File: config.mk
export PLATFORM = sky130hd
export DESIGN_NAME = sfl_fault_latch
export DESIGN_NICKNAME = d
export VERILOG_FILES = /design/src/inc/sfl_pkg.sv /design/src/hw/sfl_fault_latch.sv
export SDC_FILE = /design/constraint.sdc
export NUM_CORES = 2
export LEC_CHECK = 0
export BUFFER_PORTS_ARGS = -buffer_cell sky130_fd_sc_hd__buf_4
export CAP_MARGIN = 40
export CORE_MARGIN = 2
export CORE_UTILIZATION = 40
export DETAILED_ROUTE_END_ITERATION = 10
export SLEW_MARGIN = 20
export SYNTH_ARGS = -nofsm -noshare
export SYNTH_HDL_FRONTEND = slang
export SYNTH_SLANG_ARGS = --single-unit
File: constraint.sdc
create_clock -name ref_clk -period 4.6 [get_ports ref_clk]
set_input_delay 0.23 -clock ref_clk [delete_from_list [all_inputs] [get_ports ref_clk]]
set_output_delay 0.23 -clock ref_clk [all_outputs]
set_load 0.02 [all_outputs]
File: src/inc/sfl_pkg.sv
// Constants and types for the signal conflict fault latch
//
// Summary of operation
// - Relay coil energized only while not failed
// - Failed state drives active-low halt output
// - Failed state holds until valid reset
// - Reset only on rising edge of sources
// - Capture all channel inputs at latch, nonvolatile
// - Restore latched failure after power returns
// - Yellow monitoring can be suppressed per channel
// - Red cable plug events never force failure
// - Memory test or processor fault latches internal
// - Independent supervision checks processor activity
// - Extended checks need red enable, selected channels
// - Short yellow or green-to-red flags yellow fault
// - Only the causing fault indicator latches
// - Line indicator steady above threshold, else flashes
// - DC supply failure lights its indicator
// - Conflict lights indicator, shows active inputs
// - Watchdog fault steady; flashes when supervision disabled
// - Card unseated indicator while card not seated
// - Multiple inputs on flags fault with channel
// - No input flags fault; flashes without red enable
// - Without red enable only conflict, watchdog, DC, card, internal
// - Conflict lasting 450 ms always fails
// - Conflict of 200 ms or less never fails
package sfl_pkg;

  localparam int NUM_CH = 16;
  localparam int CLK_HZ = 250_000_000;
  localparam int MS_CYCLES_DEF = CLK_HZ / 1000;

  // Times in milliseconds
  localparam int CONFLICT_FAIL_MS = 450;
  localparam int CONFLICT_PASS_MS = 200;
  localparam int CONFLICT_TRIP_MS = (CONFLICT_FAIL_MS + CONFLICT_PASS_MS) / 2;
  localparam int PERSIST_MS = CONFLICT_TRIP_MS;
  localparam int FLASH_HALF_MS = 1000;
  localparam int WDT_TIMEOUT_MS = 1500;
  localparam int CPU_TIMEOUT_MS = 100;
  localparam int RED_SETTLE_MS = 500;

  // Register offsets
  localparam logic [7:0] REG_CTRL = 8'h00;
  localparam logic [7:0] REG_CH_SEL = 8'h04;
  localparam logic [7:0] REG_YEL_INH = 8'h08;
  localparam logic [7:0] REG_MIN_YEL = 8'h0c;
  localparam logic [7:0] REG_STATUS = 8'h10;
  localparam logic [7:0] REG_SNAP_GY = 8'h14;
  localparam logic [7:0] REG_SNAP_RC = 8'h18;

  // Field positions and reset values
  localparam int CTRL_WD_EN_BIT = 0;
  localparam logic CTRL_WD_EN_RST = 1'b1;
  localparam logic [15:0] CH_SEL_RST = 16'h0000;
  localparam logic [15:0] YEL_INH_RST = 16'h0000;
  localparam logic [11:0] MIN_YEL_RST = 12'hbb8;

  typedef struct packed {
    logic internal_failure;
    logic yellow_fault;
    logic no_input;
    logic multiple_input;
    logic card_unseated;
    logic controller_wd;
    logic dc_supply;
    logic conflict;
  } sfl_cause_type;

  typedef struct packed {
    logic [NUM_CH-1:0] grn;
    logic [NUM_CH-1:0] yel;
    logic [NUM_CH-1:0] red;
    logic [NUM_CH-1:0][NUM_CH-1:0] compat;
    logic reset_btn;
    logic ext_reset;
    logic line_ok;
    logic dc_ok;
    logic card_seated;
    logic red_monitor_cable_en;
    logic ctrl_wd;
    logic cpu_alive;
    logic mem_test_fail;
  } sfl_pins_type;

  typedef struct packed {
    logic failed;
    sfl_cause_type cause;
    logic [NUM_CH-1:0] chan;
    logic [NUM_CH-1:0] red;
    logic [NUM_CH-1:0] yel;
    logic [NUM_CH-1:0] grn;
  } sfl_record_type;

  typedef struct packed {
    logic line_power_indicator;
    logic dc_supply_fault_indicator;
    logic conflict;
    logic controller_supervision_fault;
    logic card_unseated;
    logic multiple_input;
    logic no_active_input_fault;
    logic yellow_fault;
    logic internal_failure;
  } sfl_ind_type;

endpackage

File: src/hw/sfl_fault_latch.sv
// Fault latch, indicator and relay logic of the signal conflict monitor
`timescale 1ns/1ns
module sfl_fault_latch import sfl_pkg::*; #(
  parameter int MS_CYCLES = MS_CYCLES_DEF
) (
  // Clock and reset
  input wire logic ref_clk,
  input wire logic rstn,
  // Cabinet and controller pins
  input wire sfl_pins_type pins,
  // Nonvolatile record store
  input wire logic nv_rd_valid,
  input wire sfl_record_type nv_rd_rec,
  output logic nv_wr_en,
  output sfl_record_type nv_wr_rec,
  // Register port
  input wire logic [7:0] reg_addr,
  input wire logic [31:0] reg_wdata,
  input wire logic reg_wr,
  input wire logic reg_rd,
  output logic [31:0] reg_rdata,
  // Failsafe outputs
  output logic relay_coil,
  output logic stop_time_o,
  output logic stop_time_oe_n,
  // Front panel
  output sfl_ind_type ind,
  output logic [NUM_CH-1:0] chan_ind
);

  function automatic logic [10:0] persist(input logic cond, input logic tick, input logic [10:0] c);
    logic [10:0] n;
    n = c;
    if (!cond) begin
      n = 11'h000;
    end else if (tick && c != 11'h7ff) begin
      n = c + 11'h001;
    end
    return n;
  endfunction

  sfl_pins_type s1_q, s2_q;
  logic btn3_q, ext3_q, wd3_q, cpu3_q;
  logic [17:0] ms_cnt_q;
  logic ms_tick;
  logic [10:0] flash_ms_q;
  logic flash_q;
  logic [10:0] red_ms_q, conf_ms_q, multi_ms_q, none_ms_q, wd_ms_q, cpu_ms_q;
  logic wd_en_q;
  logic [NUM_CH-1:0] sel_q, yinh_q;
  logic [11:0] minyel_q;
  logic rst_done_q, failed_q;
  sfl_cause_type cause_q, trips;
  logic [NUM_CH-1:0] snap_g_q, snap_y_q, snap_r_q, fail_ch_q;
  logic [NUM_CH-1:0] y_m, active, conf_ch, multi_ch, none_ch, yel_ch, fail_ch_d;
  logic red_ok, ext_on, rst_edge, latch_now;
  logic [1:0] live_q;

  // Two-stage capture of all cabinet pins
  always_ff @(posedge ref_clk or negedge rstn) begin
    if (!rstn) begin
      s1_q <= '0;
      s2_q <= '0;
    end else begin
      s1_q <= pins;
      s2_q <= s1_q;
    end
  end

  always_ff @(posedge ref_clk or negedge rstn) begin
    if (!rstn) begin
      btn3_q <= 1'b0;
      ext3_q <= 1'b0;
      wd3_q <= 1'b0;
      cpu3_q <= 1'b0;
    end else begin
      btn3_q <= s2_q.reset_btn;
      ext3_q <= s2_q.ext_reset;
      wd3_q <= s2_q.ctrl_wd;
      cpu3_q <= s2_q.cpu_alive;
    end
  end

  // Captures read zero for two edges after reset; a dead supply or card seen there is not real,
  // and a button held through reset must not look like a fresh press
  always_ff @(posedge ref_clk or negedge rstn) begin
    if (!rstn) begin
      live_q <= 2'h0;
    end else begin
      live_q <= {live_q[0], rst_done_q};
    end
  end

  // Leading edge only, so a stuck button or line cannot hold reset
  assign rst_edge = live_q[1] && ((s2_q.reset_btn && !btn3_q) || (s2_q.ext_reset && !ext3_q));

  // Millisecond tick shared by every timer
  assign ms_tick = (ms_cnt_q == 18'(MS_CYCLES - 1));

  always_ff @(posedge ref_clk or negedge rstn) begin
    if (!rstn) begin
      ms_cnt_q <= 18'h00000;
    end else begin
      ms_cnt_q <= ms_tick ? 18'h00000 : ms_cnt_q + 18'h00001;
    end
  end

  always_ff @(posedge ref_clk or negedge rstn) begin
    if (!rstn) begin
      flash_ms_q <= 11'h000;
      flash_q <= 1'b0;
    end else if (ms_tick) begin
      if (flash_ms_q == 11'(FLASH_HALF_MS - 1)) begin
        flash_ms_q <= 11'h000;
        flash_q <= !flash_q;
      end else begin
        flash_ms_q <= flash_ms_q + 11'h001;
      end
    end
  end

  // Register port
  always_ff @(posedge ref_clk or negedge rstn) begin
    if (!rstn) begin
      wd_en_q <= CTRL_WD_EN_RST;
      sel_q <= CH_SEL_RST;
      yinh_q <= YEL_INH_RST;
      minyel_q <= MIN_YEL_RST;
    end else if (reg_wr) begin
      case (reg_addr)
        REG_CTRL: wd_en_q <= reg_wdata[CTRL_WD_EN_BIT];
        REG_CH_SEL: sel_q <= reg_wdata[NUM_CH-1:0];
        REG_YEL_INH: yinh_q <= reg_wdata[NUM_CH-1:0];
        REG_MIN_YEL: minyel_q <= reg_wdata[11:0];
        default: ;
      endcase
    end
  end

  always_ff @(posedge ref_clk or negedge rstn) begin
    if (!rstn) begin
      reg_rdata <= 32'h00000000;
    end else if (reg_rd) begin
      case (reg_addr)
        REG_CTRL: reg_rdata <= {31'h00000000, wd_en_q};
        REG_CH_SEL: reg_rdata <= {16'h0000, sel_q};
        REG_YEL_INH: reg_rdata <= {16'h0000, yinh_q};
        REG_MIN_YEL: reg_rdata <= {20'h00000, minyel_q};
        REG_STATUS: reg_rdata <= {21'h000000, s2_q.line_ok, red_ok, failed_q, cause_q};
        REG_SNAP_GY: reg_rdata <= {snap_y_q, snap_g_q};
        REG_SNAP_RC: reg_rdata <= {fail_ch_q, snap_r_q};
        default: reg_rdata <= 32'h00000000;
      endcase
    end else begin
      reg_rdata <= 32'h00000000;
    end
  end

  // Yellow inputs dropped from all checks where inhibited
  assign y_m = s2_q.yel & ~yinh_q;
  assign active = s2_q.grn | y_m;

  // Cable must be seen for a settle time before extended checks start
  always_ff @(posedge ref_clk or negedge rstn) begin
    if (!rstn) begin
      red_ms_q <= 11'h000;
    end else begin
      red_ms_q <= persist(s2_q.red_monitor_cable_en, ms_tick, red_ms_q);
    end
  end

  assign red_ok = (red_ms_q >= 11'(RED_SETTLE_MS));
  assign ext_on = red_ok;

  for (genvar i = 0; i < NUM_CH; i++) begin : g_ch
    logic pg_q, py_q;
    logic [11:0] yc_q;
    always_ff @(posedge ref_clk or negedge rstn) begin
      if (!rstn) begin
        pg_q <= 1'b0;
        py_q <= 1'b0;
        yc_q <= 12'h000;
      end else begin
        pg_q <= s2_q.grn[i];
        py_q <= y_m[i];
        if (!y_m[i]) begin
          yc_q <= 12'h000;
        end else if (ms_tick && yc_q != 12'hfff) begin
          yc_q <= yc_q + 12'h001;
        end
      end
    end
    assign conf_ch[i] = active[i] && |(active & ~s2_q.compat[i] & ~(16'h0001 << i));
    assign multi_ch[i] = ext_on && sel_q[i] &&
      ((s2_q.grn[i] && y_m[i]) || (s2_q.grn[i] && s2_q.red[i]) || (y_m[i] && s2_q.red[i]));
    assign none_ch[i] = ext_on && sel_q[i] && !(s2_q.grn[i] || y_m[i] || s2_q.red[i]);
    assign yel_ch[i] = ext_on && sel_q[i] && !yinh_q[i] && s2_q.red[i] &&
      ((pg_q && !s2_q.grn[i] && !s2_q.yel[i]) || (py_q && !y_m[i] && yc_q < minyel_q));
  end

  // Persistence timers in milliseconds
  always_ff @(posedge ref_clk or negedge rstn) begin
    if (!rstn) begin
      conf_ms_q <= 11'h000;
      multi_ms_q <= 11'h000;
      none_ms_q <= 11'h000;
    end else begin
      conf_ms_q <= persist(|conf_ch, ms_tick, conf_ms_q);
      multi_ms_q <= persist(|multi_ch, ms_tick, multi_ms_q);
      none_ms_q <= persist(|none_ch, ms_tick, none_ms_q);
    end
  end

  // Controller watchdog and processor activity supervision
  always_ff @(posedge ref_clk or negedge rstn) begin
    if (!rstn) begin
      wd_ms_q <= 11'h000;
      cpu_ms_q <= 11'h000;
    end else begin
      wd_ms_q <= persist(wd_en_q && (s2_q.ctrl_wd == wd3_q), ms_tick, wd_ms_q);
      cpu_ms_q <= persist(s2_q.cpu_alive == cpu3_q, ms_tick, cpu_ms_q);
    end
  end

  always_comb begin
    trips = '0;
    trips.conflict = (conf_ms_q >= 11'(CONFLICT_TRIP_MS));
    trips.dc_supply = !s2_q.dc_ok;
    trips.controller_wd = wd_en_q && (wd_ms_q >= 11'(WDT_TIMEOUT_MS));
    trips.card_unseated = !s2_q.card_seated;
    trips.multiple_input = (multi_ms_q >= 11'(PERSIST_MS));
    trips.no_input = (none_ms_q >= 11'(PERSIST_MS));
    trips.yellow_fault = |yel_ch;
    trips.internal_failure = s2_q.mem_test_fail || (cpu_ms_q >= 11'(CPU_TIMEOUT_MS));
  end

  always_comb begin
    fail_ch_d = '0;
    if (trips.conflict) begin
      fail_ch_d = fail_ch_d | active;
    end
    if (trips.multiple_input) begin
      fail_ch_d = fail_ch_d | multi_ch;
    end
    if (trips.no_input) begin
      fail_ch_d = fail_ch_d | none_ch;
    end
    if (trips.yellow_fault) begin
      fail_ch_d = fail_ch_d | yel_ch;
    end
  end

  // A new fault wins over a reset arriving in the same cycle
  assign latch_now = live_q[1] && (|trips) && (!failed_q || rst_edge);

  always_ff @(posedge ref_clk or negedge rstn) begin
    if (!rstn) begin
      rst_done_q <= 1'b0;
      failed_q <= 1'b0;
      cause_q <= '0;
      fail_ch_q <= '0;
      snap_g_q <= '0;
      snap_y_q <= '0;
      snap_r_q <= '0;
    end else if (!rst_done_q) begin
      rst_done_q <= 1'b1;
      if (nv_rd_valid && nv_rd_rec.failed) begin
        failed_q <= 1'b1;
        cause_q <= nv_rd_rec.cause;
        fail_ch_q <= nv_rd_rec.chan;
        snap_g_q <= nv_rd_rec.grn;
        snap_y_q <= nv_rd_rec.yel;
        snap_r_q <= nv_rd_rec.red;
      end
    end else if (latch_now) begin
      failed_q <= 1'b1;
      cause_q <= trips;
      fail_ch_q <= fail_ch_d;
      snap_g_q <= s2_q.grn;
      snap_y_q <= s2_q.yel;
      snap_r_q <= s2_q.red;
    end else if (rst_edge) begin
      failed_q <= 1'b0;
      cause_q <= '0;
      fail_ch_q <= '0;
    end
  end

  // Every latch and clear is written through to the record store
  always_ff @(posedge ref_clk or negedge rstn) begin
    if (!rstn) begin
      nv_wr_en <= 1'b0;
      nv_wr_rec <= '0;
    end else begin
      nv_wr_en <= latch_now || (rst_done_q && failed_q && rst_edge);
      nv_wr_rec <= {latch_now, trips, fail_ch_d, s2_q.red, s2_q.yel, s2_q.grn};
    end
  end

  // Coil drops out on failure so the closed contacts start flashing
  assign relay_coil = !failed_q;
  assign stop_time_o = 1'b0;
  assign stop_time_oe_n = !failed_q;

  always_ff @(posedge ref_clk or negedge rstn) begin
    if (!rstn) begin
      ind <= '0;
      chan_ind <= '0;
    end else begin
      ind.line_power_indicator <= s2_q.line_ok || flash_q;
      ind.dc_supply_fault_indicator <= failed_q && cause_q.dc_supply;
      ind.conflict <= failed_q && cause_q.conflict;
      ind.controller_supervision_fault <= (failed_q && cause_q.controller_wd) ||
        (!failed_q && !wd_en_q && flash_q);
      ind.card_unseated <= (failed_q && cause_q.card_unseated) || !s2_q.card_seated;
      ind.multiple_input <= failed_q && cause_q.multiple_input;
      ind.no_active_input_fault <= (failed_q && cause_q.no_input) ||
        (!failed_q && !s2_q.red_monitor_cable_en && flash_q);
      ind.yellow_fault <= failed_q && cause_q.yellow_fault;
      ind.internal_failure <= failed_q && cause_q.internal_failure;
      chan_ind <= failed_q ? fail_ch_q : (active | s2_q.red);
    end
  end
endmodule

# After elaboration in Yosys (flattened, before gate mapping)
# Index checks and enable logic that the tools add are counted.
[totals]
reg_bits = 1200
input_bits = 431
output_inout_bits = 134
elab_cells = 850
[classes]
n_addsub = 24
n_lt_le_gt_ge = 22
n_eq_ne = 56
n_mux = 74
n_bitwise = 39
reduce_logical = 474
[op_table]
columns = ["op", "n"]
rows = [
  ["two-way mux 12 bit", 32],
  ["two-way mux 16 bit", 18],
  ["logical AND 1 bit", 268],
  ["AND 16 bit", 16],
  ["NOT 16 bit", 16],
  ["OR reduction 15 bit", 16],
  ["case mux 32 bit (7 select lines)", 1],
  ["adder 12 x 1 -> 12 bit, second input constant", 16],
  ["less-than comparator 12 bit", 16],
  ["inequality test 12 bit, second input constant", 16],
  ["two-way mux 11 bit", 13],
  ["zero test 1 bit", 88],
  ["logical OR 1 bit", 88],
  ["OR 16 bit", 5],
  ["adder 11 x 1 -> 11 bit, second input constant", 7],
  ["inequality test 11 bit, second input constant", 6],
  ["OR reduction 16 bit", 4],
  ["inequality test 2 x 1 -> 1 bit, second input constant", 23],
  ["greater-or-equal comparator 11 x 9 -> 1 bit, second input constant", 4],
  ["two-way mux 32 bit", 1],
  ["two-way mux 8 bit", 4],
  ["equality test 8 x 5 -> 1 bit, second input constant", 3],
  ["OR reduction 23 bit", 1],
  ["adder 18 x 1 -> 18 bit, second input constant", 1],
  ["15 further kinds", 26],
]

# Logic depth before layout (Yosys ltp)
[depth]
word_depth = 14
ltp_mapped = 16
ltp_nobuf = 12

# Least setup slack after synthesis
# OpenSTA, ideal clock, no wires.
[synth_path]
kind = "reg2reg"
start = "register minyel_q[11]"
end = "register snap_g_q[0]"
setup_ns = 0.119
t_arrival_ns = 3.180
t_required_ns = 4.481
setup_slack_ns = 1.301
stages_incl_launch_ff = 15
n_path_buf = 3
period_less_slack_ns = 3.299
cell_sequence = "dfstp_2 > inv_1 > ha_1 > and4_1 > o31ai_1 > or4_1 > o211ai_1 > nand4_1 > nor4_1 > a21o_1 > buf_4 > o21ai_2 > buf_6 > buf_6 > o21a_1"
[synth_via]
elab_chain_len = 9
word_cells_on_any_way = 69
cone_classes = "16 x order compare; 1 x eq/ne; 52 x reduce/logical"
[synth_rtl]
columns = ["item", "line_no", "rtl"]
rows = [
  ["from (decl)", "sfl_fault_latch.sv:51", "logic [11:0] minyel_q;"],
  ["from (signal assigned)", "sfl_fault_latch.sv:134", "REG_MIN_YEL: minyel_q <= reg_wdata[11:0];"],
  ["less-than comparator 12 bit", "sfl_fault_latch.sv:198", "((pg_q && !s2_q.grn[i] && !s2_q.yel[i]) || (py_q && !y_m[i] && yc_q < minyel_q));"],
  ["logical AND 1 bit", "sfl_fault_latch.sv:198", ""],
  ["logical OR 1 bit", "sfl_fault_latch.sv:198", ""],
  ["logical AND 1 bit", "sfl_fault_latch.sv:197", "assign yel_ch[i] = ext_on && sel_q[i] && !yinh_q[i] && s2_q.red[i] &&"],
  ["OR reduction 23 bit (*)", "sfl_fault_latch.sv:254", "assign latch_now = live_q[1] && (|trips) && (!failed_q || rst_edge);"],
  ["logical AND 1 bit (*) (2 in series)", "sfl_fault_latch.sv:254", ""],
  ["inequality test 2 x 1 -> 1 bit (no source line) (*)", "n/a", ""],
  ["AND reduction 2 bit (no source line) (*)", "n/a", ""],
  ["to (signal assigned)", "sfl_fault_latch.sv:271", "snap_g_q <= nv_rd_rec.grn;"],
  ["to (signal assigned)", "sfl_fault_latch.sv:279", "snap_g_q <= s2_q.grn;"],
  ["to (decl)", "sfl_fault_latch.sv:54", "logic [NUM_CH-1:0] snap_g_q, snap_y_q, snap_r_q, fail_ch_q;"],
]
# Mark *: on every way between the ends. The rest lies on a longest branch, timed or not.
# A chain may end at the register's enable or synchronous reset.

# Worst setup path in the final report
[layout_path]
start = "register s2_q[286] in the netlist's numbering"
end = "register conf_ms_q[8]"
[layout_via]
elab_chain_len = 7
word_cells_on_any_way = 51
cone_classes = "1 x eq/ne; 1 x mux; 17 x bitwise; 32 x reduce/logical"
[layout_rtl]
columns = ["item", "line_no", "rtl"]
rows = [
  ["from (decl)", "sfl_fault_latch.sv:42", "sfl_pins_type s1_q, s2_q;"],
  ["from (signal assigned)", "sfl_fault_latch.sv:66", "s2_q <= s1_q;"],
  ["AND 16 bit (*)", "sfl_fault_latch.sv:160", "assign y_m = s2_q.yel & ~yinh_q;"],
  ["via y_m[5]", "sfl_fault_latch.sv:55", "logic [NUM_CH-1:0] y_m, active, conf_ch, multi_ch, none_ch, yel_ch, fail_ch_d;"],
  ["OR 16 bit (*)", "sfl_fault_latch.sv:161", "assign active = s2_q.grn | y_m;"],
  ["AND 16 bit or AND 15 bit (tied branches)", "sfl_fault_latch.sv:193", "assign conf_ch[i] = active[i] && |(active & ~s2_q.compat[i] & ~(16'h0001 << i));"],
  ["OR reduction 15 bit", "sfl_fault_latch.sv:193", ""],
  ["logical AND 1 bit", "sfl_fault_latch.sv:193", ""],
  ["OR reduction 16 bit (*)", "sfl_fault_latch.sv:208", "conf_ms_q <= persist(|conf_ch, ms_tick, conf_ms_q);"],
  ["inequality test 2 x 1 -> 1 bit (no source line) or two-way mux 11 bit (tied branches)", "n/a", ""],
  ["to (signal assigned)", "sfl_fault_latch.sv:208", ""],
  ["to (decl)", "sfl_fault_latch.sv:48", "logic [10:0] red_ms_q, conf_ms_q, multi_ms_q, none_ms_q, wd_ms_q, cpu_ms_q;"],
]
# The timed path passes the listed nets; every way through them passes the cells marked *.

==> results.toml <==
[setup_path]
max_stage_delay_ps = 650
crit_required_ps = 5210
cp_slowest_cell = "nor4_1"
worstPathArrival_ps = 4610
path_cells = "buf_4, nand2b_1, inv_1, nor2_2, buf_4, o22ai_1, nor4_1, buf_4, a21oi_1, nor4_1, and4_1, nor2_1"
path_class = "reg -> reg"
cp_top_family = "simple AND/OR/NAND/NOR gates"
cp-start-kind = "register"
critPathMostFrequentCell = "buf_4"
critPathMaxFanout = 17
cp-end-kind = "register"
worstPathBufferInverterCount = 4

[sta]
setup_viol = 0
fin_crit_sh_pct = 86.9
fin_tns_setup_ps = 0
tightestPinTransition_ps = 937
finalHoldViolations = 0
max_clock_freq_mhz = 250
report.final.slew_viol_count = 0
max_slew_margin_pct = 37.5
rsz0062_at_grt = "false"
skew_ps = 76.9
fin_crit_ps = 4000

[global_routing]
grt_pass1_vias = 35303
grt-ovfl-total = 0
gr-usage-met2_pct = 41.9
grt_pass1_wl_um = 232000
grt.busiest_layer = "met2"
grt_max_degree = 140
grt_usage_pct = 27.0
grt_use_met3_pct = 6.74
use_met1_pct = 36.7
antenna_found_initial = 13

[status]
status = "completed"

[pwr]
power_density_mw_per_mm2 = 383
ir_drop_mv = 0.373
leakagePower_nw = 26.9

[floorplan]
top_level_ports = 565
chipHeight_um = 342
initial_core_util_pct = 40.1
std_cell_rows = 124
dieArea_mm2 = 0.117
die_w_um = 342
coreArea_mm2 = 0.114

[synthesis]
syn_area_mm2 = 0.0457
syn_nets = 4402
synth-seq-area-share_pct = 63.2
synth-edff-count = 0
synth-main-ff-cell = "dfrtp_1"
yosysTopAreaCell = "dfrtp_1"
synth_cells = 3765
yosysWarnings = 0
ys_seq_elements = 1154
synth_top_area_share_pct = 62.7
syn_avg_cell_area_um2 = 12.1
synth_cell_types = 83
synthArstFlopShare_pct = 100
ys_top_cells_by_area = "dfrtp_1 (63%), ha_1 (5.6%), nor2_1 (3.1%), xor2_1 (1.8%), a21oi_1 (1.8%)"

[clock_network]
postCtsSetupBuffers = 0
clkTransAtPathRegs_ps = 60
cts.sinks = 1154
cts_tree = "built"
htreeDepth = 3
cts_resized = 0
clockBufferDepth = 3
numCtsBuffers = 119
insertion_delay_ps = 760
clockRootBuffer = "clkbuf_16"

[routing]
ant_nets = 0
num_vias = 34820
wl_um = 158000
vias_per_cell = 5.41
post-route-drc-count = 0
first_pass_iters = 5
drt_iter0_drc = 3132
wl_per_cell_um = 24.6

[worst_hold_path]
hp-class = "in -> reg"

[place]
hpwl_um = 110000
buffer_ports.inserted = 531
gp_congestion = 0.932
place_inst = 5813

[layout]
nets = 5447
final_cell_mix = "dfrtp_1 (1144), buf_4 (634), dlygate4sd3_1 (386), nor2_1 (354), ha_1 (206)"
fillers = 9741
area_growth_pct = 32.1
drive_gt1_share_pct = 20.1
final_common_cell = "dfrtp_1"
final_cells = 6437

[flow_run]
drv_cap = 0
power breakdown:
| part | switching [W] | total [W] | leakage [nW] | internal (W) |
|---|---|---|---|---|
| clock | 0.00433 | 0.0100 | 2.00 | 0.00572 |
| sequential | 0.000345 | 0.0110 | 14.3 | 0.0106 |
| combinational | 0.00116 | 0.00211 | 10.6 | 0.000942 |
| total | 0.00583 | 0.0231 | 26.9 | 0.0173 |
what timing repair did:
item                                    in CTS  in global routing
hold buffers                               386                  0
hold endpoints to repair                   486                  0
endpoints found under the setup margin       0                  0
per-stage QoR:
| step | hold WS (ps) | power (W) | cell area, µm² | utilization (%) | worst slack (ps) |
|---|---|---|---|---|---|
| detailed placement | 335 | 0.0130 | 52300 | 46.0 | 648 |
| finish | 108 | 0.0231 | 60400 | 53.0 | 602 |
| global placement | 332 | 0.0129 | 52300 | 45.9 | 659 |
| floorplan | -65.6 | 0.0117 | 45700 | - | 1300 |
| CTS | 61.6 | 0.0233 | 60300 | 53.0 | 638 |
| global route | 90.8 | 0.0239 | 60400 | 53.0 | 509 |
sequential cells by signal (all words and copies together) (netlist names), 18 cells and up:
register   cells
reg_rdata     32
g_ch.yc_q    192
ms_cnt_q      18
s2_q         297
s1_q         297
nv_wr_rec     72
final timing paths:
check | cells past startpoint | from | slack (ps) | end
min in group asynchronous | 2 | rstn | 140 | g_ch[4].py_q$_DFF_PN0_
worst max register to register | 12 | s2_q[286]$_DFF_PN0_ | 600 | conf_ms_q[8]$_DFFE_PN0P_
worst max-delay path | 12 | s2_q[286]$_DFF_PN0_ | 600 | conf_ms_q[8]$_DFFE_PN0P_
max in group asynchronous | 3 | rstn | 3120 | s2_q[182]$_DFF_PN0_
worst min register to register | 0 | s1_q[200]$_DFF_PN0_ | 330 | s2_q[200]$_DFF_PN0_
worst min-delay path | 2 | pins[250] | 110 | s1_q[250]$_DFF_PN0_
cells in the mapped netlist (21+ instances only):
master / count
dfrtp_1: 1146
nor2_1: 373
ha_1: 206
nand2_1: 198
a21oi_1: 165
inv_1: 129
o21ai_0: 128
nand3_1: 116
o22ai_1: 115
xor2_1: 96
xnor2_1: 90
nand4_1: 83
clkbuf_1: 78
or3_1: 78
mux2_2: 66
o21a_1: 56
o32a_1: 47
a22oi_1: 46
nor3_1: 44
and3_1: 42
nor4_1: 41
nand2b_1: 34
a31oi_1: 25
mux2i_1: 22
buf_4: 21
per-layer routing:
layer	up-vias	wire, µm
met1	17441	66100
met5	-	0
li1	15552	-
met4	0	5960
met2	1532	71300
met3	295	15000
final cells by class:
class / count / area, µm² / area share (%)
Timing Repair Buffer: 1047 / 9090 / 15.1
Sequential cell: 1154 / 28900 / 47.9
Tap cell: 1512 / 1890 / 3.13
Clock inverter: 66 / 846 / 1.40
Clock buffer: 158 / 3290 / 5.46
Multi-Input combinational cell: 2354 / 15800 / 26.2
Inverter: 134 / 503 / 0.833
Antenna cell: 12 / 30.0 / 0.0497
cell families (layout without fill, tap and decap cells):
family                   Yosys count  count (layout)  synth area share, %
flip-flops                      1154            1154                 63.2
AND/OR/NAND/NOR                 1118            1118                 12.1
AO/OA/AOI/OAI                    740             740                 10.7
buffers and inverters            257            1405                 2.39
adder cells (fa/ha/maj)          220             220                 5.94
XOR/XNOR                         186             186                 3.56
multiplexers                      88              88                 2.11
other                              2              14               0.0164
Note: power is estimated with default switching activity, not from simulation.
